<file path="config.mk">
export PLATFORM = sky130hd
export DESIGN_NAME = swdt_top
export DESIGN_NICKNAME = d
export VERILOG_FILES = /design/src/rtl/swdt_pkg.sv /design/src/rtl/swdt_top.sv
export SDC_FILE = /design/constraint.sdc
export NUM_CORES = 1
export LEC_CHECK = 0
export BUFFER_PORTS_ARGS = -buffer_cell sky130_fd_sc_hd__buf_2
export CAP_MARGIN = 5
export CORE_MARGIN = 5
export CORE_UTILIZATION = 40
export DETAILED_ROUTE_END_ITERATION = 7
export GPL_TIMING_DRIVEN = 0
export HOLD_SLACK_MARGIN = 0.03
export SLEW_MARGIN = 15
export SYNTH_ARGS = -nofsm -noshare
export SYNTH_HDL_FRONTEND = slang
export SYNTH_SLANG_ARGS = --single-unit
</file>
<file path="constraint.sdc">
create_clock -name clk -period 3.16 [get_ports clk]
set_input_delay 0.79 -clock clk [delete_from_list [all_inputs] [get_ports clk]]
set_output_delay 0.79 -clock clk [all_outputs]
set_load 0.02 [all_outputs]
</file>
<file path="src/rtl/swdt_pkg.sv">
// Purpose: constants for the system watchdog timer
// Assumes: 10 MHz system clock
// Notes: time-out value is loaded by a firmware service routine through plain ports
package swdt_pkg;
    localparam int CLK_HZ = 10_000_000;
    localparam int STEP_MS_SEC = 1000;
    localparam int STEP_MS_MIN = 60_000;
    // cycles in one count step for each unit
    localparam longint STEP_CYC_SEC = longint'(CLK_HZ) * STEP_MS_SEC / 1000;
    localparam longint STEP_CYC_MIN = longint'(CLK_HZ) * STEP_MS_MIN / 1000;
    localparam int RST_PULSE_NS = 1000;
    localparam int RST_PULSE_CYC = (RST_PULSE_NS * (CLK_HZ / 1_000_000) + 999) / 1000;
    localparam logic ACT_RESET = 1'b0;
    localparam logic ACT_NMI = 1'b1;
    localparam logic UNIT_SEC = 1'b0;
    localparam logic UNIT_MIN = 1'b1;
    typedef enum logic [2:0] {
        SWDT_IDLE = 3'b001,
        SWDT_RUN = 3'b010,
        SWDT_FIRE = 3'b100
    } swdt_state_t;
endpackage

</file>
<file path="src/rtl/swdt_top.sv">
// Purpose: single-count system watchdog timer
// Assumes: load strobe and value come from logic on clk; unit and action straps are pins, synchronised here
// Notes: expiry action is a pulse on either the cold-reset or the nmi output
`timescale 1ns/1ps
module swdt_top
    import swdt_pkg::*;
#(
    parameter int CNT_W = 8,
    parameter longint STEP_SEC = STEP_CYC_SEC,
    parameter longint STEP_MIN = STEP_CYC_MIN,
    parameter int PULSE_CYC = RST_PULSE_CYC
)(
    // clock and reset
    input wire logic clk,
    input wire logic arst_n,
    input wire logic clk_en,
    // time-out load
    input wire logic load_stb,
    input wire logic [CNT_W-1:0] load_val,
    // setup options
    input wire logic unit_sel,
    input wire logic action_sel,
    // state and actions
    output logic running,
    output logic [CNT_W-1:0] count,
    output logic cold_rst,
    output logic nmi
);
    localparam int PRE_W = 32;
    // refuse parameters that the 32-bit prescaler or the counter cannot serve
    if (CNT_W < 1 || PULSE_CYC < 1 || STEP_SEC < 1 || STEP_MIN < 1 ||
        STEP_SEC >= 64'h1_0000_0000 || STEP_MIN >= 64'h1_0000_0000)
    begin : g_param_check
        $error("swdt_top: unsupported parameter values");
    end

    swdt_state_t state_q, state_d;
    logic [CNT_W-1:0] cnt_q, cnt_d;
    logic [PRE_W-1:0] pre_q, pre_d;
    logic [PRE_W-1:0] pulse_q, pulse_d;
    logic cold_q, cold_d, nmi_q, nmi_d;
    logic run_q;

    // setup straps come from pins: two flops before any logic reads them
    logic [1:0] strap_meta_q;
    logic [1:0] strap_sync_q;
    wire unit_s = strap_sync_q[0];
    wire action_s = strap_sync_q[1];

    always_ff @(posedge clk or negedge arst_n)
    begin
        if (!arst_n)
        begin
            strap_meta_q <= '0;
            strap_sync_q <= '0;
        end
        else if (clk_en)
        begin
            strap_meta_q <= {action_sel, unit_sel};
            strap_sync_q <= strap_meta_q;
        end
    end

    // prescaler counts the clock cycles of one count step
    wire [PRE_W-1:0] step_last = (unit_s == UNIT_MIN) ? PRE_W'(STEP_MIN - 1) : PRE_W'(STEP_SEC - 1);
    wire step_end = (pre_q == step_last);
    wire load_nz = load_stb && (load_val != '0);
    wire load_zero = load_stb && (load_val == '0);
    // a load in the expiry cycle wins: the refresh arrived in time
    wire expire = (state_q == SWDT_RUN) && step_end && (cnt_q == CNT_W'(1)) && !load_stb;

    always_comb
    begin
        state_d = state_q;
        cnt_d = cnt_q;
        pre_d = pre_q;
        pulse_d = pulse_q;
        cold_d = cold_q;
        nmi_d = nmi_q;
        case (state_q)
            SWDT_IDLE:
            begin
                if (load_nz)
                begin
                    state_d = SWDT_RUN;
                    cnt_d = load_val;
                    pre_d = '0;
                end
            end
            SWDT_RUN:
            begin
                if (load_zero)
                begin
                    state_d = SWDT_IDLE;
                    cnt_d = '0;
                    pre_d = '0;
                end
                else if (load_nz)
                begin
                    cnt_d = load_val;
                    pre_d = '0;
                end
                else if (expire)
                begin
                    state_d = SWDT_FIRE;
                    cnt_d = '0;
                    pre_d = '0;
                    pulse_d = '0;
                    cold_d = (action_s == ACT_RESET);
                    nmi_d = (action_s == ACT_NMI);
                end
                else if (step_end)
                begin
                    cnt_d = cnt_q - CNT_W'(1);
                    pre_d = '0;
                end
                else
                begin
                    pre_d = pre_q + PRE_W'(1);
                end
            end
            SWDT_FIRE:
            begin
                if (pulse_q == PRE_W'(PULSE_CYC - 1))
                begin
                    state_d = SWDT_IDLE;
                    cold_d = 1'b0;
                    nmi_d = 1'b0;
                end
                else
                begin
                    pulse_d = pulse_q + PRE_W'(1);
                end
            end
            default:
            begin
                state_d = SWDT_IDLE;
                cold_d = 1'b0;
                nmi_d = 1'b0;
            end
        endcase
    end

    always_ff @(posedge clk or negedge arst_n)
    begin
        if (!arst_n)
        begin
            state_q <= SWDT_IDLE;
            cnt_q <= '0;
            pre_q <= '0;
            pulse_q <= '0;
            cold_q <= 1'b0;
            nmi_q <= 1'b0;
            run_q <= 1'b0;
        end
        else if (clk_en)
        begin
            state_q <= state_d;
            cnt_q <= cnt_d;
            pre_q <= pre_d;
            pulse_q <= pulse_d;
            cold_q <= cold_d;
            nmi_q <= nmi_d;
            run_q <= (state_d == SWDT_RUN);
        end
    end

    always_comb running = run_q;
    always_comb count = cnt_q;
    always_comb cold_rst = cold_q;
    always_comb nmi = nmi_q;
endmodule

</file>
# == Word level (Yosys, flattened, before mapping) ==
# Index checks and enable logic that the tools add are counted.
# classes
reduce_logical,14
n_addsub,3
bitwise,2
n_mux,33
n_lt_le_gt_ge,0
n_shift,0
n_div,0
n_mul,0
eq_ne,14
# op_table
operator,count
$mux W32,9
$pmux W32 S2,2
$add A32 B1 Y32 const B,2
$mux W8,5
$eq A32 B30 Y1,1
$eq A32 B4 Y1 const B,1
$mux W30,1
$pmux W8 S2,1
$mux W3,5
$ne A2 B2 Y1 const B,6
$reduce_and A6 Y1,2
$pmux W3 S3,1
$eq A8 B1 Y1 const B,1
$logic_not A8 Y1,1
$reduce_bool A8 Y1,1
$sub A8 B1 Y8 const B,1
$mux W1,7
$eq A3 B2 Y1 const B,2
$pmux W1 S3,2
$logic_and A1 B1 Y1,5
$ne A5 B5 Y1 const B,1
$reduce_and A4 Y1,1
$reduce_bool A2 Y1,2
$eq A3 B1 Y1 const B,1
other kinds (4),5
# word_totals
mem_count,0
latch_bits,0
mem_bits_rw,0
output_inout_bits,11
input_bits,14
ff_bits,82
elab_cells,75
rom_bits,0

# == Depth between registers and ports, before layout ==
# depth
ltp_word,10
depth_mapped,9
depth_no_buf,8

# == Least setup slack after synthesis ==
# OpenSTA, ideal clock, no wires.
# synth_timing
path_kind,input-to-reg
from,input clk_en
to,register pre_q[30]
setup_ns,0.078
n_path_buf,2
cell_stages,8
t_arrival_ns,2.602
required_ns,3.082
path_slack_ns,0.480
cell_sequence,clkbuf_1 -> inv_1 -> nor3_4 -> nor2_1 -> or4_1 -> clkbuf_1 -> or3_1 -> a21oi_1
# synth_between
elab_chain_len,1
# synth_rtl
element,line,source
from (decl),swdt_top.sv:16,"input wire logic clk_en,"
$reduce_and A3 Y1 (no line),-,
to (signal assigned),swdt_top.sv:160,pre_q <= pre_d;
to (decl),swdt_top.sv:39,"logic [PRE_W-1:0] pre_q, pre_d;"
# Every way passes these cells.
# A chain may end at the register's enable or synchronous reset.

# == Worst setup path in the final report ==
# Ends and elaborated chain as after synthesis.

==> flow_summary.toml <==
[route]
dr.pass1.iters = 5
drt-wirelength-per-cell_um = 16.73
vias = 4765
routed_wl_um = 13320
detail-route-antenna-nets = 0
drt_iter0_drc = 332
detail_route.vias_per_cell = 5.986
route.detailed.drc = 0

[timing]
tightest_slew_ns = 0.7948
setup_violations = 0
setup_ws_ns = 0.1849
layout_min_cycle_time_ns = 2.975
final_hold_viol_count = 0
rsz0062_at_grt = "no"
max_freq_ghz = 0.3361
finClkSkew_ns = 0.007380
holdWs_ns = 0.4080
slew_viol_final = 0
slew_headroom_pct = 46.78
fin_crit_sh_pct = 94.15

[worst_setup_path]
cp.buffers_inverters = 4
worstSetupStartpointType = "input port"
r2r_end = "pre_q[30]$_DFFE_PN0P_"
cp_data_arrival_time_ns = 3.24
critPathTopFamily = "simple AND/OR/NAND/NOR gates"
cp.required_ns = 3.42
reg2reg_slack_ns = 0.20
worst-setup-path-type = "input port to flop"
cp_cell_sequence = "buf_2 > clkbuf_1 > inv_1 > nor3_4 > nor2_1 > or4_1 > clkbuf_1 > or3_1 > a21oi_1"
worstReg2RegStart = "pre_q[5]$_DFFE_PN0P_"
path_common_cell = "clkbuf_1"
r2r_cells = 8
path_max_fanout = 10
end_kind = "flop"
cp_slowest_cell = "or4_1"
critPathMaxStageDelay_ns = 0.58

[clock_network]
worstSkewPairLatency_ns = 0.34
cts_buffers = 9
htree_levels = 3
clock_path_buffers = 2
cts_root_buffer = "clkbuf_16"
cts_num_sinks = 82
hold_buffers = 0
clk_pin_slew_ns = 0.06
cts_tree = "built"

[placement]
port_buffers = 24
place_ws_ns = -0.1984
place_congestion = 0.9354
hpwlAfterDp_um = 9610

[floorplan]
io_pins = 25
die_height_um = 121.1
start_util_pct = 40.95
dieArea_sq_um = 14670
core.rowCount = 40
core_sq_um = 12060
die_width_um = 121.1

[synth]
syn_nets = 606
synthXorXnorAreaFrac_pct = 2.482
synthCells = 587
ys_types = 57
synthArstFlopShare_pct = 100.0
ys_ff_latch = 82
synth_edf_count = 0
ys_warn_count = 0
ys_dominant_reg_cell = "dfrtp_1"
synthAdderAreaFrac_pct = 1.266
synth.area.mux_share_pct = 1.292
synth_top_family_by_area = "simple AND/OR/NAND/NOR gates"
syn_area_per_cell_sq_um = 8.415
synth_compound_area_share_pct = 19.81
synth-simple-area-share_pct = 29.76
seq_area_frac_synth_pct = 41.57
synth.cell_area_sq_um = 4940

[run]
drv_cap = 0

[power]
p_leak_nw = 2.205
vdd_drop_max_mv = 0.3079
cellPowerDensity_nw_per_um2 = 539.7
power_w = 0.003054

[finish]
nNetsFinal = 642
synthToLayoutAreaGrowth_pct = 14.54
post_route_cells_drive_above_1_share_pct = 10.19
diodes = 0

[global_route]
antenna_found_initial = 0
first_global_vias = 4457
grt_max_degree = 48
gr-total-overflow = 0
grt_pass1_wl_um = 22400
gr-usage-all-layers_pct = 19.03

[outcome]
status = "finished clean"

[worst_hold_path]
hold_path_class = "input port to async pin"
-- power by group --
group	internal [W]	total (W)	switching, W
clock network	0.000715	0.00116	0.000447
logic	0.000239	0.000647	0.000408
registers	0.00114	0.00124	0.000106
-- synthesized netlist by cell type (all sizes together), types with 10 or more instances --
| cell type | instances | share of area (%) |
|---|---|---|
| a21oi | 43 | 4.4 |
| a31oi | 25 | 3.2 |
| clkbuf | 26 | 2.0 |
| dfrtp | 81 | 41 |
| inv | 14 | 1.1 |
| nand2 | 63 | 4.8 |
| nand2b | 10 | 1.3 |
| nand3 | 34 | 3.4 |
| nand4 | 26 | 3.3 |
| nor2 | 48 | 3.6 |
| nor3 | 17 | 2.0 |
| nor4 | 15 | 2.0 |
| o21ai | 36 | 3.6 |
| or3 | 18 | 2.3 |
-- cells in the final DEF (no fill, tap or decap), drive strengths merged, types with 4 or more instances in the layout --
| master | n |
|---|---|
| ha | 5 |
| nor2b | 6 |
| xor2 | 5 |
| buf | 31 |
| clkbuf | 36 |
| a21oi | 43 |
| o22ai | 5 |
| nand2b | 10 |
| a41oi | 4 |
| nand3 | 34 |
| a22oi | 7 |
| nor3 | 17 |
| dfrtp | 81 |
| o21ai | 36 |
| and3 | 8 |
| inv | 14 |
| a31oi | 25 |
| nor2 | 48 |
| nor4 | 15 |
| or4 | 8 |
| xnor2 | 9 |
| and4 | 8 |
| or3 | 18 |
| a21o | 9 |
| o2bb2ai | 4 |
| nand2 | 63 |
| nand4 | 26 |
| o211ai | 9 |
| nor3b | 4 |
-- registers in the layout (all words and copies together) (netlist names) --
signal        cells
cold_rst          1
count             8
nmi               1
pre_q            32
pulse_q          32
running           1
state_q           3
strap_meta_q      2
strap_sync_q      2
-- kinds of logic after synthesis --
family	count (synthesis)
multiplexers	6
XOR/XNOR	14
AND/OR/NAND/NOR	277
adder cells (fa/ha/maj)	5
flip-flops	82
AO/OA/AOI/OAI	157
buffers and inverters	46
-- layer usage --
layer | vias to the layer above | share of wire (%) | global-route usage [%]
met4 | 0 | 1.7 | 6.161
met5 | - | 0 | 0
met1 | 2315 | 48 | 27.98
met2 | 154 | 44 | 28.20
met3 | 21 | 5.9 | 3.450
li1 | 2275 | - | -
-- stage by stage --
step	area, sq um	std cells	setup TNS [ns]	util [%]
CTS	5638	796	0	46.74
detailed placement	5300	780	-4.509	43.94
finish	5658	796	0	46.91
global route	5658	796	0	46.91
global placement	5270	779	-3.376	43.69
floorplan	4940	587	0	-
-- worst max-delay path by stage --
stage / startpoint / end / slack [ns] / cells after the start
after global placement: clk_en / pulse_q[10]$_DFFE_PN0P_ / -0.16 / 9
after global routing: clk_en / pre_q[26]$_DFFE_PN0P_ / 0.02 / 9
after detailed placement: clk_en / pulse_q[11]$_DFFE_PN0P_ / -0.20 / 9
after CTS: pre_q[0]$_DFFE_PN0P_ / pulse_q[29]$_DFFE_PN0P_ / 0.02 / 8
final: clk_en / pre_q[30]$_DFFE_PN0P_ / 0.18 / 9
after floorplan: clk_en / pre_q[30]$_DFFE_PN0P_ / 0.48 / 8
-- cell type report --
cell class / instances / area, sq um
Buffer: 32 / 136.4
Clock buffer: 10 / 239.0
Clock inverter: 6 / 90.09
Fill cell: 1197 / 6404
Inverter: 14 / 52.55
Multi-Input combinational cell: 459 / 2726
Sequential cell: 82 / 2053
Tap cell: 168 / 210.2
Timing Repair Buffer: 25 / 150.1
-- what timing repair did --
action                                  in CTS  in global routing
endpoints found under the setup margin      18                 31
resized for setup                            1                  4
pin swaps                                    0                  1
setup buffers                                0                  0
-- worst register-to-register path: stages, from the launching register on --
cell      delay [ns]
dfrtp_1         0.32
clkbuf_1        0.30
nand3_1         0.15
nor3_1          0.51
nand3_1         0.39
or4_1           0.55
clkbuf_1        0.20
or3_1           0.32
a21oi_1         0.16
(Power assumes the default switching activity.)
